[config.mk]
export PLATFORM = sky130hd
export DESIGN_NAME = scp_pin_mux
export DESIGN_NICKNAME = d
export VERILOG_FILES = /design/src/inc/scp_pkg.sv /design/src/design/scp_pair_buffer.sv /design/src/design/scp_pin_mux.sv
export VERILOG_INCLUDE_DIRS = /design/src /design/src/inc
export SDC_FILE = /design/constraint.sdc
export NUM_CORES = 1
export LEC_CHECK = 0
export BUFFER_PORTS_ARGS = -buffer_cell sky130_fd_sc_hd__buf_4
export CORE_UTILIZATION = 53
export CTS_CLUSTER_SIZE = 24
export DETAILED_ROUTE_END_ITERATION = 10
export MAX_ROUTING_LAYER = met4
export PLACE_DENSITY = 0.79
export SYNTH_ARGS = -nofsm -noshare
export SYNTH_HDL_FRONTEND = slang
export SYNTH_HIERARCHICAL = 1
export SYNTH_SLANG_ARGS = --single-unit
[constraint.sdc]
create_clock -name ref_clk_i -period 1.9 [get_ports ref_clk_i]
set_clock_uncertainty 0.15 [all_clocks]
set_input_delay 0.095 -clock ref_clk_i [delete_from_list [all_inputs] [get_ports ref_clk_i]]
set_output_delay 0.095 -clock ref_clk_i [all_outputs]
set_load 0.02 [all_outputs]
[src/inc/scp_regs.svh]
`ifndef SCP_REGS_SVH
`define SCP_REGS_SVH

// Operating mode field codes
`define SCP_MODE_OFF    2'h0
`define SCP_MODE_ASYNC  2'h1
`define SCP_MODE_SYNC   2'h2
`define SCP_MODE_TWO    2'h3

// Port A pin positions, unit two
`define SCP_PA0         0
`define SCP_PA1         1
`define SCP_PA2         2
`define SCP_PA3         3

// Port B pin positions, unit one (bit 0 is pin 1)
`define SCP_PB1         0
`define SCP_PB2         1
`define SCP_PB3         2
`define SCP_PB4         3

// Receive path
`define SCP_BYTE_BITS   8
`define SCP_LAST_BIT    3'h7
`define SCP_BUF_DEPTH   2

`endif

[src/inc/scp_pkg.sv]
package scp_pkg;

  typedef logic [1:0] scp_mode_type;
  typedef logic [7:0] scp_byte_type;

  typedef enum logic {
    SCP_RX_IDLE,
    SCP_RX_SHIFT
  } scp_rx_state_type;

endpackage

[src/design/scp_pair_buffer.sv]
`timescale 1ns/1ps
`include "scp_regs.svh"

module scp_pair_buffer #(
  parameter int WIDTH = `SCP_BYTE_BITS,
  parameter int DEPTH = `SCP_BUF_DEPTH
) (
  // Clock and reset
  input  wire logic             ref_clk_i,
  input  wire logic             resetn_i,
  // Filling side
  input  wire logic             in_valid_i,
  output logic                  in_ready_o,
  input  wire logic [WIDTH-1:0] in_data_i,
  // Draining side
  output logic                  out_valid_o,
  input  wire logic             out_ready_i,
  output logic      [WIDTH-1:0] out_data_o
);

  localparam int AW = (DEPTH > 1) ? $clog2(DEPTH) : 1;

  logic [WIDTH-1:0] mem_q [DEPTH];
  logic [AW-1:0]    wr_q;
  logic [AW-1:0]    rd_q;
  logic [AW:0]      count_q;
  logic             push;
  logic             pop;

  assign in_ready_o  = (count_q != (AW+1)'(DEPTH));
  assign out_valid_o = (count_q != '0);
  assign push        = in_valid_i & in_ready_o;
  assign pop         = out_valid_o & out_ready_i;
  assign out_data_o  = mem_q[rd_q];

  always_ff @(posedge ref_clk_i) begin
    if (push) begin
      mem_q[wr_q] <= in_data_i;
    end
  end

  always_ff @(posedge ref_clk_i) begin
    if (!resetn_i) begin
      wr_q <= '0;
    end else if (push) begin
      wr_q <= (wr_q == AW'(DEPTH-1)) ? '0 : wr_q + AW'(1);
    end
  end

  always_ff @(posedge ref_clk_i) begin
    if (!resetn_i) begin
      rd_q <= '0;
    end else if (pop) begin
      rd_q <= (rd_q == AW'(DEPTH-1)) ? '0 : rd_q + AW'(1);
    end
  end

  always_ff @(posedge ref_clk_i) begin
    if (!resetn_i) begin
      count_q <= '0;
    end else if (push && !pop) begin
      count_q <= count_q + (AW+1)'(1);
    end else if (pop && !push) begin
      count_q <= count_q - (AW+1)'(1);
    end
  end

endmodule

[src/design/scp_pin_mux.sv]
`timescale 1ns/1ps
`include "scp_regs.svh"

module scp_pin_mux
  import scp_pkg::*;
(
  // Clock and reset
  input  wire logic         ref_clk_i,
  input  wire logic         resetn_i,
  // Mode control, bit 0 unit one, bit 1 unit two
  input  wire scp_mode_type unit_one_mode_i,
  input  wire scp_mode_type unit_two_mode_i,
  input  wire logic [1:0]   sync_master_i,
  output logic              unit_one_async_o,
  output logic              unit_two_mode_bad_o,
  // Serial core outputs
  input  wire logic [1:0]   sync_dout_i,
  input  wire logic [1:0]   sync_sck_i,
  input  wire logic [1:0]   tw_sda_low_i,
  input  wire logic [1:0]   tw_scl_low_i,
  // Serial core inputs
  output logic      [1:0]   sync_din_o,
  output logic      [1:0]   sync_sck_o,
  output logic      [1:0]   sync_sel_n_o,
  output logic      [1:0]   tw_sda_o,
  output logic      [1:0]   tw_scl_o,
  // Polled receive path
  output scp_byte_type      unit_one_rx_data_o,
  output scp_byte_type      unit_two_rx_data_o,
  output logic      [1:0]   rx_valid_o,
  input  wire logic [1:0]   rx_ready_i,
  output logic      [1:0]   rx_overrun_o,
  // Ordinary port control
  input  wire logic [3:0]   gpio_pa_out_i,
  input  wire logic [3:0]   gpio_pa_oe_i,
  input  wire logic [3:0]   gpio_pb_out_i,
  input  wire logic [3:0]   gpio_pb_oe_i,
  // Port A pins 0..3 and port B pins 1..4
  input  wire logic [3:0]   pa_in_i,
  output logic      [3:0]   pa_out_o,
  output logic      [3:0]   pa_oe_o,
  input  wire logic [3:0]   pb_in_i,
  output logic      [3:0]   pb_out_o,
  output logic      [3:0]   pb_oe_o
);

  scp_mode_type     mode_eff [2];
  logic [3:0]       pa_meta_q;
  logic [3:0]       pa_s_q;
  logic [3:0]       pb_meta_q;
  logic [3:0]       pb_s_q;
  logic [1:0]       sck_pin;
  logic [1:0]       push;
  logic [1:0]       push_ready;
  scp_byte_type     push_byte [2];
  scp_byte_type     rx_byte [2];

  // Unit two has no asynchronous engine, so that code is folded onto disabled
  always_comb begin
    mode_eff[0] = unit_one_mode_i;
    mode_eff[1] = (unit_two_mode_i == `SCP_MODE_ASYNC) ? `SCP_MODE_OFF : unit_two_mode_i;
  end

  assign unit_one_async_o    = (unit_one_mode_i == `SCP_MODE_ASYNC);
  assign unit_two_mode_bad_o = (unit_two_mode_i == `SCP_MODE_ASYNC);

  // Pins are asynchronous to ref_clk_i; the first stage feeds only the second
  // Reset to the pulled-up idle level, so no false select or clock edge follows reset
  always_ff @(posedge ref_clk_i) begin
    if (!resetn_i) begin
      pa_meta_q <= 4'hf;
      pb_meta_q <= 4'hf;
    end else begin
      pa_meta_q <= pa_in_i;
      pb_meta_q <= pb_in_i;
    end
  end

  always_ff @(posedge ref_clk_i) begin
    if (!resetn_i) begin
      pa_s_q <= 4'hf;
      pb_s_q <= 4'hf;
    end else begin
      pa_s_q <= pa_meta_q;
      pb_s_q <= pb_meta_q;
    end
  end

  // Port B, unit one
  always_comb begin
    pb_out_o        = gpio_pb_out_i;
    pb_oe_o         = gpio_pb_oe_i;
    sync_din_o[0]   = 1'b0;
    sck_pin[0]      = 1'b0;
    sync_sel_n_o[0] = 1'b1;
    tw_sda_o[0]     = 1'b1;
    tw_scl_o[0]     = 1'b1;
    case (mode_eff[0])
      `SCP_MODE_SYNC: begin
        pb_out_o[`SCP_PB1] = sync_dout_i[0];
        pb_oe_o[`SCP_PB1]  = 1'b1;
        sync_din_o[0]      = pb_s_q[`SCP_PB2];
        if (sync_master_i[0]) begin
          pb_out_o[`SCP_PB3] = sync_sck_i[0];
          pb_oe_o[`SCP_PB3]  = 1'b1;
        end else begin
          sck_pin[0]      = pb_s_q[`SCP_PB3];
          sync_sel_n_o[0] = pb_s_q[`SCP_PB4];
        end
      end
      `SCP_MODE_TWO: begin
        pb_out_o[`SCP_PB1] = 1'b0;
        pb_oe_o[`SCP_PB1]  = tw_sda_low_i[0];
        pb_out_o[`SCP_PB2] = 1'b0;
        pb_oe_o[`SCP_PB2]  = tw_scl_low_i[0];
        tw_sda_o[0]        = pb_s_q[`SCP_PB1];
        tw_scl_o[0]        = pb_s_q[`SCP_PB2];
      end
      default: begin
      end
    endcase
  end

  // Port A, unit two
  always_comb begin
    pa_out_o        = gpio_pa_out_i;
    pa_oe_o         = gpio_pa_oe_i;
    sync_din_o[1]   = 1'b0;
    sck_pin[1]      = 1'b0;
    sync_sel_n_o[1] = 1'b1;
    tw_sda_o[1]     = 1'b1;
    tw_scl_o[1]     = 1'b1;
    case (mode_eff[1])
      `SCP_MODE_SYNC: begin
        if (sync_master_i[1]) begin
          pa_out_o[`SCP_PA0] = sync_dout_i[1];
          pa_oe_o[`SCP_PA0]  = 1'b1;
          sync_din_o[1]      = pa_s_q[`SCP_PA1];
          pa_out_o[`SCP_PA2] = sync_sck_i[1];
          pa_oe_o[`SCP_PA2]  = 1'b1;
        end else begin
          sync_din_o[1]      = pa_s_q[`SCP_PA0];
          pa_out_o[`SCP_PA1] = sync_dout_i[1];
          pa_oe_o[`SCP_PA1]  = 1'b1;
          sck_pin[1]         = pa_s_q[`SCP_PA2];
          sync_sel_n_o[1]    = pa_s_q[`SCP_PA3];
        end
      end
      `SCP_MODE_TWO: begin
        pa_out_o[`SCP_PA1] = 1'b0;
        pa_oe_o[`SCP_PA1]  = tw_sda_low_i[1];
        pa_out_o[`SCP_PA2] = 1'b0;
        pa_oe_o[`SCP_PA2]  = tw_scl_low_i[1];
        tw_sda_o[1]        = pa_s_q[`SCP_PA1];
        tw_scl_o[1]        = pa_s_q[`SCP_PA2];
      end
      default: begin
      end
    endcase
  end

  assign sync_sck_o = sck_pin;

  // Byte receiver and two-entry buffer per unit
  for (genvar u = 0; u < 2; u++) begin : g_unit
    scp_rx_state_type state_q;
    logic             clk_lvl;
    logic             clk_prev_q;
    logic             active;
    logic [2:0]       bit_q;
    scp_byte_type     shift_q;
    logic             push_q;
    scp_byte_type     byte_q;

    // A master samples its own clock; a slave samples the pin and its select
    assign clk_lvl = sync_master_i[u] ? sync_sck_i[u] : sck_pin[u];
    assign active  = (mode_eff[u] == `SCP_MODE_SYNC) &&
                     (sync_master_i[u] || !sync_sel_n_o[u]);

    always_ff @(posedge ref_clk_i) begin
      if (!resetn_i) begin
        clk_prev_q <= 1'b1;
      end else begin
        clk_prev_q <= clk_lvl;
      end
    end

    always_ff @(posedge ref_clk_i) begin
      if (!resetn_i) begin
        state_q <= SCP_RX_IDLE;
      end else begin
        case (state_q)
          SCP_RX_IDLE:  state_q <= active ? SCP_RX_SHIFT : SCP_RX_IDLE;
          SCP_RX_SHIFT: state_q <= active ? SCP_RX_SHIFT : SCP_RX_IDLE;
          default:      state_q <= SCP_RX_IDLE;
        endcase
      end
    end

    // A deselect mid-byte drops the partial byte rather than misaligning the next
    always_ff @(posedge ref_clk_i) begin
      if (!resetn_i) begin
        bit_q   <= 3'h0;
        shift_q <= 8'h00;
      end else if (state_q != SCP_RX_SHIFT || !active) begin
        bit_q <= 3'h0;
      end else if (clk_lvl && !clk_prev_q) begin
        bit_q   <= bit_q + 3'h1;
        shift_q <= {shift_q[6:0], sync_din_o[u]};
      end
    end

    always_ff @(posedge ref_clk_i) begin
      if (!resetn_i) begin
        push_q <= 1'b0;
        byte_q <= 8'h00;
      end else begin
        push_q <= (state_q == SCP_RX_SHIFT) && active && clk_lvl && !clk_prev_q &&
                  (bit_q == `SCP_LAST_BIT);
        byte_q <= {shift_q[6:0], sync_din_o[u]};
      end
    end

    assign push[u]      = push_q;
    assign push_byte[u] = byte_q;

    // The link cannot be stalled, so a full buffer costs the new byte
    assign rx_overrun_o[u] = push_q && !push_ready[u];

    scp_pair_buffer #(
      .WIDTH (`SCP_BYTE_BITS),
      .DEPTH (`SCP_BUF_DEPTH)
    ) u_buf (
      .ref_clk_i   (ref_clk_i),
      .resetn_i    (resetn_i),
      .in_valid_i  (push[u]),
      .in_ready_o  (push_ready[u]),
      .in_data_i   (push_byte[u]),
      .out_valid_o (rx_valid_o[u]),
      .out_ready_i (rx_ready_i[u]),
      .out_data_o  (rx_byte[u])
    );
  end

  assign unit_one_rx_data_o = rx_byte[0];
  assign unit_two_rx_data_o = rx_byte[1];
endmodule

==> metrics.yaml, run 1 <==
status:
  status: "finished clean"
placed_design:
  dp.cells: 475
  hpwl_um: 4410
  portBuffers: 81
  gp_congestion: 0.850
timing:
  worst_slew_pin_slew_ps: 405
  slew_violations: 0
  fmax_ghz: 0.537
  setup_tns_ps: 0
  hold_violations: 0
  rsz0062_at_grt: "no"
  hold_slack_ps: 21.8
  min_period_ps: 1860
  maxSlewHeadroom_pct: 73.0
  setup_viol: 0
  min_period_over_period_pct: 98.0
floorplanning:
  io_pins: 90
  rows: 30
  dieHeight_um: 86.4
  fp.dieW_um: 86.4
  coreArea_um2: 6830
  start_util_pct: 55.3
  die_area_um2: 7470
hold_path:
  min_path_type: "in -> reg"
synthesis:
  syn_avg_cell_area_um2: 12.2
  synth_area_um2: 3780
  postSynthCellCount: 309
  synth_seq_area_share_pct: 61.5
  synth_fp_nets: 357
  synth_seq_cells: 100
  ys_warn_count: 6
  synth_cell_types: 39
final_layout:
  final_util_pct: 71.7
  fin_cells: 515
  drive_gt1_share_pct: 32.7
  fin_nets: 462
  area_delta_synth_final_pct: 29.7
  num_antenna_cells: 0
detailed_routing:
  antenna_left: 0
  drt_iter0_markers: 68
  vias_per_cell: 4.85
  via_count: 2498
  drt_first_pass_iters: 4
  wl_per_cell_um: 12.7
  drc: 0
  wl_um: 6540
pwr:
  p_per_area_nw_per_um2: 805
  p_leak_uw: 0.00202
  ir_worst_vdd_uv: 445
  p_total_uw: 3940
critical_path:
  critPathSlowestCell: "dlygate4sd3_1"
  required_ps: 1650
  end_kind: "output pin"
  critical_path_buf_inv_count: 3
  crit_family: "buffers and inverters"
  critPathArrivalTime_ps: 1620
  path_cells: "dlygate4sd3_1 -> buf_4 -> and2b_2 -> nand2_2 -> mux2_2 -> buf_4"
  critPathMaxFanout: 7
  startpoint_type: "primary input"
  slowest_delay_ps: 540
  worstSetupPathType: "in -> out"
  cpMostUsedCell: "buf_4"
job:
  maxCapViolCount: 0
clocking:
  clkSlewWorstSetupHoldPaths_ps: 80
  clockBufferDepth: 2
  cts-root-buf: "clkbuf_8"
  cts_buffers: 9
  insertion_delay_ps: 350
  cts.sinks: 100
  post_cts_buffers: 0
  htreeDepth: 3
  cts_tree: "built"
grt:
  grt_pass1_vias: 2582
  grt_pass1_wl_um: 11000
  grt_max_degree: 41
  antenna_found_initial: 0
  grt_overflow: 0
  grt_usage_pct: 19.6
[repair_timing]
action | 4_1_cts | 5_1_grt
endpoints found under the hold margin | 18 | 0
resized for setup | 0 | 1
hold buffers | 24 | 0
endpoints found under the setup margin | 0 | 1
[flip-flops by register name, indices dropped and copies added, names as in the netlist, named ones only]
signal                cells
g_unit.byte_q            16
g_unit.u_buf/wr_q         2
pa_s_q                    4
pb_s_q                    4
pb_meta_q                 4
g_unit.clk_prev_q         2
g_unit.push_q             2
g_unit.u_buf/rd_q         2
g_unit.u_buf/mem_q       32
g_unit.state_q            2
g_unit.shift_q           14
g_unit.bit_q              6
pa_meta_q                 4
g_unit.u_buf/count_q      4
[logic make-up (layout without fill, tap and decap cells)]
group,Yosys count,after routing,synth area share [%]
muxes,38,38,11.0
adders and majority gates,6,6,1.99
DFF,100,100,61.5
and+or+nand+nor,100,100,15.5
AOI/OAI and AO/OA,22,22,3.71
buffers and inverters,35,145,4.41
xor gates and xnor gates,8,8,1.86
[layout by cell type (no fill, tap or decap), types with 2 or more instances in the layout]
cell type and n:
and2b_2 2, nor2_1 16, edfxtp_1 32, o21ai_0 8, and2_1 8, or3_1 4
nand3b_1 2, a21oi_1 9, nand2b_1 19, clkbuf_8 9, nand2_1 23, mux2i_1 15
a21bo_2 2, inv_6 2, xor2_1 6, buf_4 82, nand2b_4 2, ha_1 6
and3_1 4, dfxtp_1 68, xnor2_1 2, inv_1 23, nand3_1 2, or2_2 6
mux2_2 20, mux2_4 2, nor2b_1 4, dlygate4sd3_1 24
[power by group]
part	internal, uW	switching (uW)	leakage (uW)
clock network	711	734	0.000115
registers	2210	9.18	0.000795
logic	154	123	0.00111
[path summary, 6_finish.rpt]
kind	start	slack (ps)	endpoint	cells past startpoint
worst max-delay path	unit_two_mode_i[1]	40	pa_out_o[0]	6
worst min-delay path	unit_one_mode_i[0]	20	g_unit[0].byte_q[0]	3
worst max register to register	g_unit[1].u_buf/count_q[0]	130	g_unit[1].u_buf/count_q[1]	5
worst min register to register	pb_meta_q[2]	270	pb_s_q[2]	1
[metal layers]
layer  part of all wire [%]  global-route usage, %
met5                      0                      -
met4                    1.9                   9.85
met3                    4.5                   3.71
met2                     51                   33.6
met1                     43                   22.0
[cell type report]
| cell class | instances | area, um2 |
|---|---|---|
| repair buffers | 106 | 856 |
| multi-input cells | 174 | 1290 |
| clock inverters | 6 | 73.8 |
| well taps | 96 | 120 |
| clock buffers | 10 | 149 |
| flip-flops and latches | 100 | 2320 |
| inverters | 23 | 86.3 |
| fillers | 495 | 1930 |
[worst reg2reg max path: stages, from the launching register on]
cell,delay [ps]
dfxtp_1,370
nand2b_4,180
and2_1,170
ha_1,330
or3_1,380
a21oi_1,140
[Yosys cell counts (all sizes together)]
cell type | number | area share (%)
nand3b | 2 | 0.40
or2 | 6 | 0.99
and4 | 1 | 0.30
and3 | 4 | 0.66
and4b | 1 | 0.27
o21ai | 8 | 1.1
and2b | 2 | 0.46
and2 | 8 | 1.3
mux2i | 15 | 4.0
nand2b | 21 | 3.9
xnor2 | 2 | 0.46
a21oi | 10 | 1.6
o22a | 1 | 0.23
buf | 8 | 1.7
or2b | 1 | 0.23
nor2b | 4 | 0.66
nand4 | 1 | 0.17
ha | 6 | 2.0
nor2 | 16 | 1.6
edfxtp | 32 | 25
clkbuf | 4 | 0.40
xor2 | 6 | 1.4
or3 | 4 | 0.66
a32o | 1 | 0.27
nand4bb | 2 | 1.0
a21bo | 2 | 0.53
nand2 | 24 | 2.4
nand3 | 2 | 0.27
dfxtp | 68 | 36
inv | 23 | 2.3
mux2 | 23 | 7.1
nor4b | 1 | 0.23
[stage by stage]
| step | setup WS, ps | area (um2) |
|---|---|---|
| floorplan | 255 | 3780 |
| global placement | 226 | 4430 |
| detailed placement | 156 | 4430 |
| CTS | 36.6 | 4890 |
| global route | 9.71 | 4900 |
| finish | 37.2 | 4900 |
Power figures use the tool's default switching activity.
==> run 2: changes to the inputs <==
- GPL_TIMING_DRIVEN: unset -> 0
- clock period: 1.9 -> 1.94 ns (I/O delays scaled with it)
==> metrics.yaml, run 2 (synthesis gave the netlist of run 1 again) <==
detailed_routing:
  drt_first_pass_iters: 4
  drt_iter0_markers: 105
  antenna_left: 0
  wl_um: 6320
  wl_per_cell_um: 12.1
  drc: 0
  via_count: 2489
  vias_per_cell: 4.77
critical_path:
  crit_end: "pa_out_o[0]"
  critical_path_buf_inv_count: 3
  path_depth: 6
  cpMostUsedCell: "buf_4"
  critPathArrivalTime_ps: 1640
  critPathSlowestCell: "dlygate4sd3_1"
  critPathMaxFanout: 7
  r2r_cells: 5
  crit_family: "buffers and inverters"
  slowest_delay_ps: 530
  r2r_setup_slack_ps: 170
  r2r_end: "g_unit[0].u_buf/count_q[1]"
  critical_path.startpoint: "unit_two_mode_i[1]"
  end_kind: "output pin"
  path_cells: "dlygate4sd3_1 -> buf_4 -> and2b_2 -> nand2_1 -> mux2_2 -> buf_4"
  worstSetupPathType: "in -> out"
  required_ps: 1690
  startpoint_type: "primary input"
  r2r_start: "g_unit[0].u_buf/count_q[0]"
clocking:
  clkSlewWorstSetupHoldPaths_ps: 100
  htreeDepth: 3
  post_cts_buffers: 0
  clockBufferDepth: 2
  cts_buffers: 9
  cts_tree: "built"
  cts-root-buf: "clkbuf_8"
  insertion_delay_ps: 350
  cts.sinks: 100
hold_path:
  min_path_type: "in -> reg"
  hold_start: "rx_ready_i[1]"
grt:
  grt_pass1_wl_um: 10400
  grt_overflow: 0
  antenna_found_initial: 0
  grt_max_degree: 19
  grt_pass1_vias: 2446
  grt_usage_pct: 18.6
final_layout:
  layout_common_cells: "buf_4 (89), dfxtp_1 (68), edfxtp_1 (32)"
  multiInputGateArea_um2: 1290
  reg_top3: "g_unit.u_buf/mem_q x32, g_unit.byte_q x16, g_unit.shift_q x14"
  fin_nets: 469
  nFillCells: 491
  regMostFlops: "g_unit.u_buf/mem_q"
  area_delta_synth_final_pct: 29.4
  layout_commonest_cell: "buf_4"
  num_antenna_cells: 0
  drive_gt1_share_pct: 34.5
  design_area_um2: 4890
  regArea_um2: 2320
  largest_reg_flops: 32
pwr:
  p_total_uw: 3690
  ir_worst_vdd_uv: 412
  p_per_area_nw_per_um2: 756
  p_leak_uw: 0.00205
status:
  status: "finished clean"
timing:
  fmax_ghz: 0.531
  slew_violations: 0
  maxSlewHeadroom_pct: 65.4
  setup_tns_ps: 0
  min_period_over_period_pct: 97.1
  rsz0062_at_grt: "no"
  worst_slew_pin_slew_ps: 520
  hold_violations: 0
  setup_viol: 0
  min_period_ps: 1880
  hold_slack_ps: 15.9
floorplanning:
  dieHeight_um: 86.4
  coreArea_um2: 6830
  rows: 30
  die_area_um2: 7470
  fp.dieW_um: 86.4
  io_pins: 90
  start_util_pct: 55.3
placed_design:
  hpwl_um: 4460
  gp_congestion: 0.766
  place_area_um2: 4530
  portBuffers: 85
job:
  maxCapViolCount: 0
-- run 2: per-stage QoR --
step | std cells | utilization [%] | setup slack (ps)
2_1_floorplan | 309 | - | 295
3_3_place_gp | 490 | 66.4 | 235
3_5_place_dp | 490 | 66.4 | 174
4_1_cts | 522 | 71.5 | 69.8
5_1_grt | 522 | 71.5 | 20.9
6_report | 522 | 71.5 | 56.5
-- run 2: worst min path at each step --
stage	to	slack (ps)	cells past startpoint
global route	g_unit[1].u_buf/rd_q	40	4
finish	g_unit[1].u_buf/rd_q	20	4
CTS	g_unit[0].byte_q[0]	6	3
global placement	pb_meta_q[0]	130	2
floorplan	pa_meta_q[0]	50	1
detailed placement	pa_meta_q[2]	130	2
-- run 2: final cells by class --
cell class | instances | share of cell area [%]
Sequential cell | 100 | 47.5
Multi-Input combinational cell | 174 | 26.3
Timing Repair Buffer | 101 | 16.3
Clock buffer | 10 | 2.82
Tap cell | 96 | 2.46
Inverter | 23 | 1.77
Buffer | 12 | 1.64
Clock inverter | 6 | 1.13
-- run 2: power by group --
part / total [uW] / switching (uW) / internal, uW
sequential: 2170 / 8.92 / 2160
clock: 1240 / 714 / 524
combinational: 282 / 129 / 153
total: 3690 / 852 / 2840
-- run 2: tightest hold or removal path: cells and delay by family --
kind | cells | cell delay (ps)
AOI/OAI and AO/OA | 1 | 120
buffers and inverters | 1 | 100
xor gates and xnor gates | 1 | 100
and+or+nand+nor | 1 | 70
-- run 2: repair_timing --
| item | CTS | global route |
|---|---|---|
| hold buffers | 16 | 0 |
| hold endpoints to repair | 20 | 0 |
| gates resized for setup | 0 | 1 |
| endpoints found under the setup margin | 0 | 1 |
-- run 2: routing by layer --
metal  GRT usage, %  vias to the layer above  wire [um]
li1               -                     1257          -
met1           21.6                     1149       2800
met2           31.7                       73       3140
met3           3.05                       10        260
met4           8.64                        0        110
met5              -                        -          0
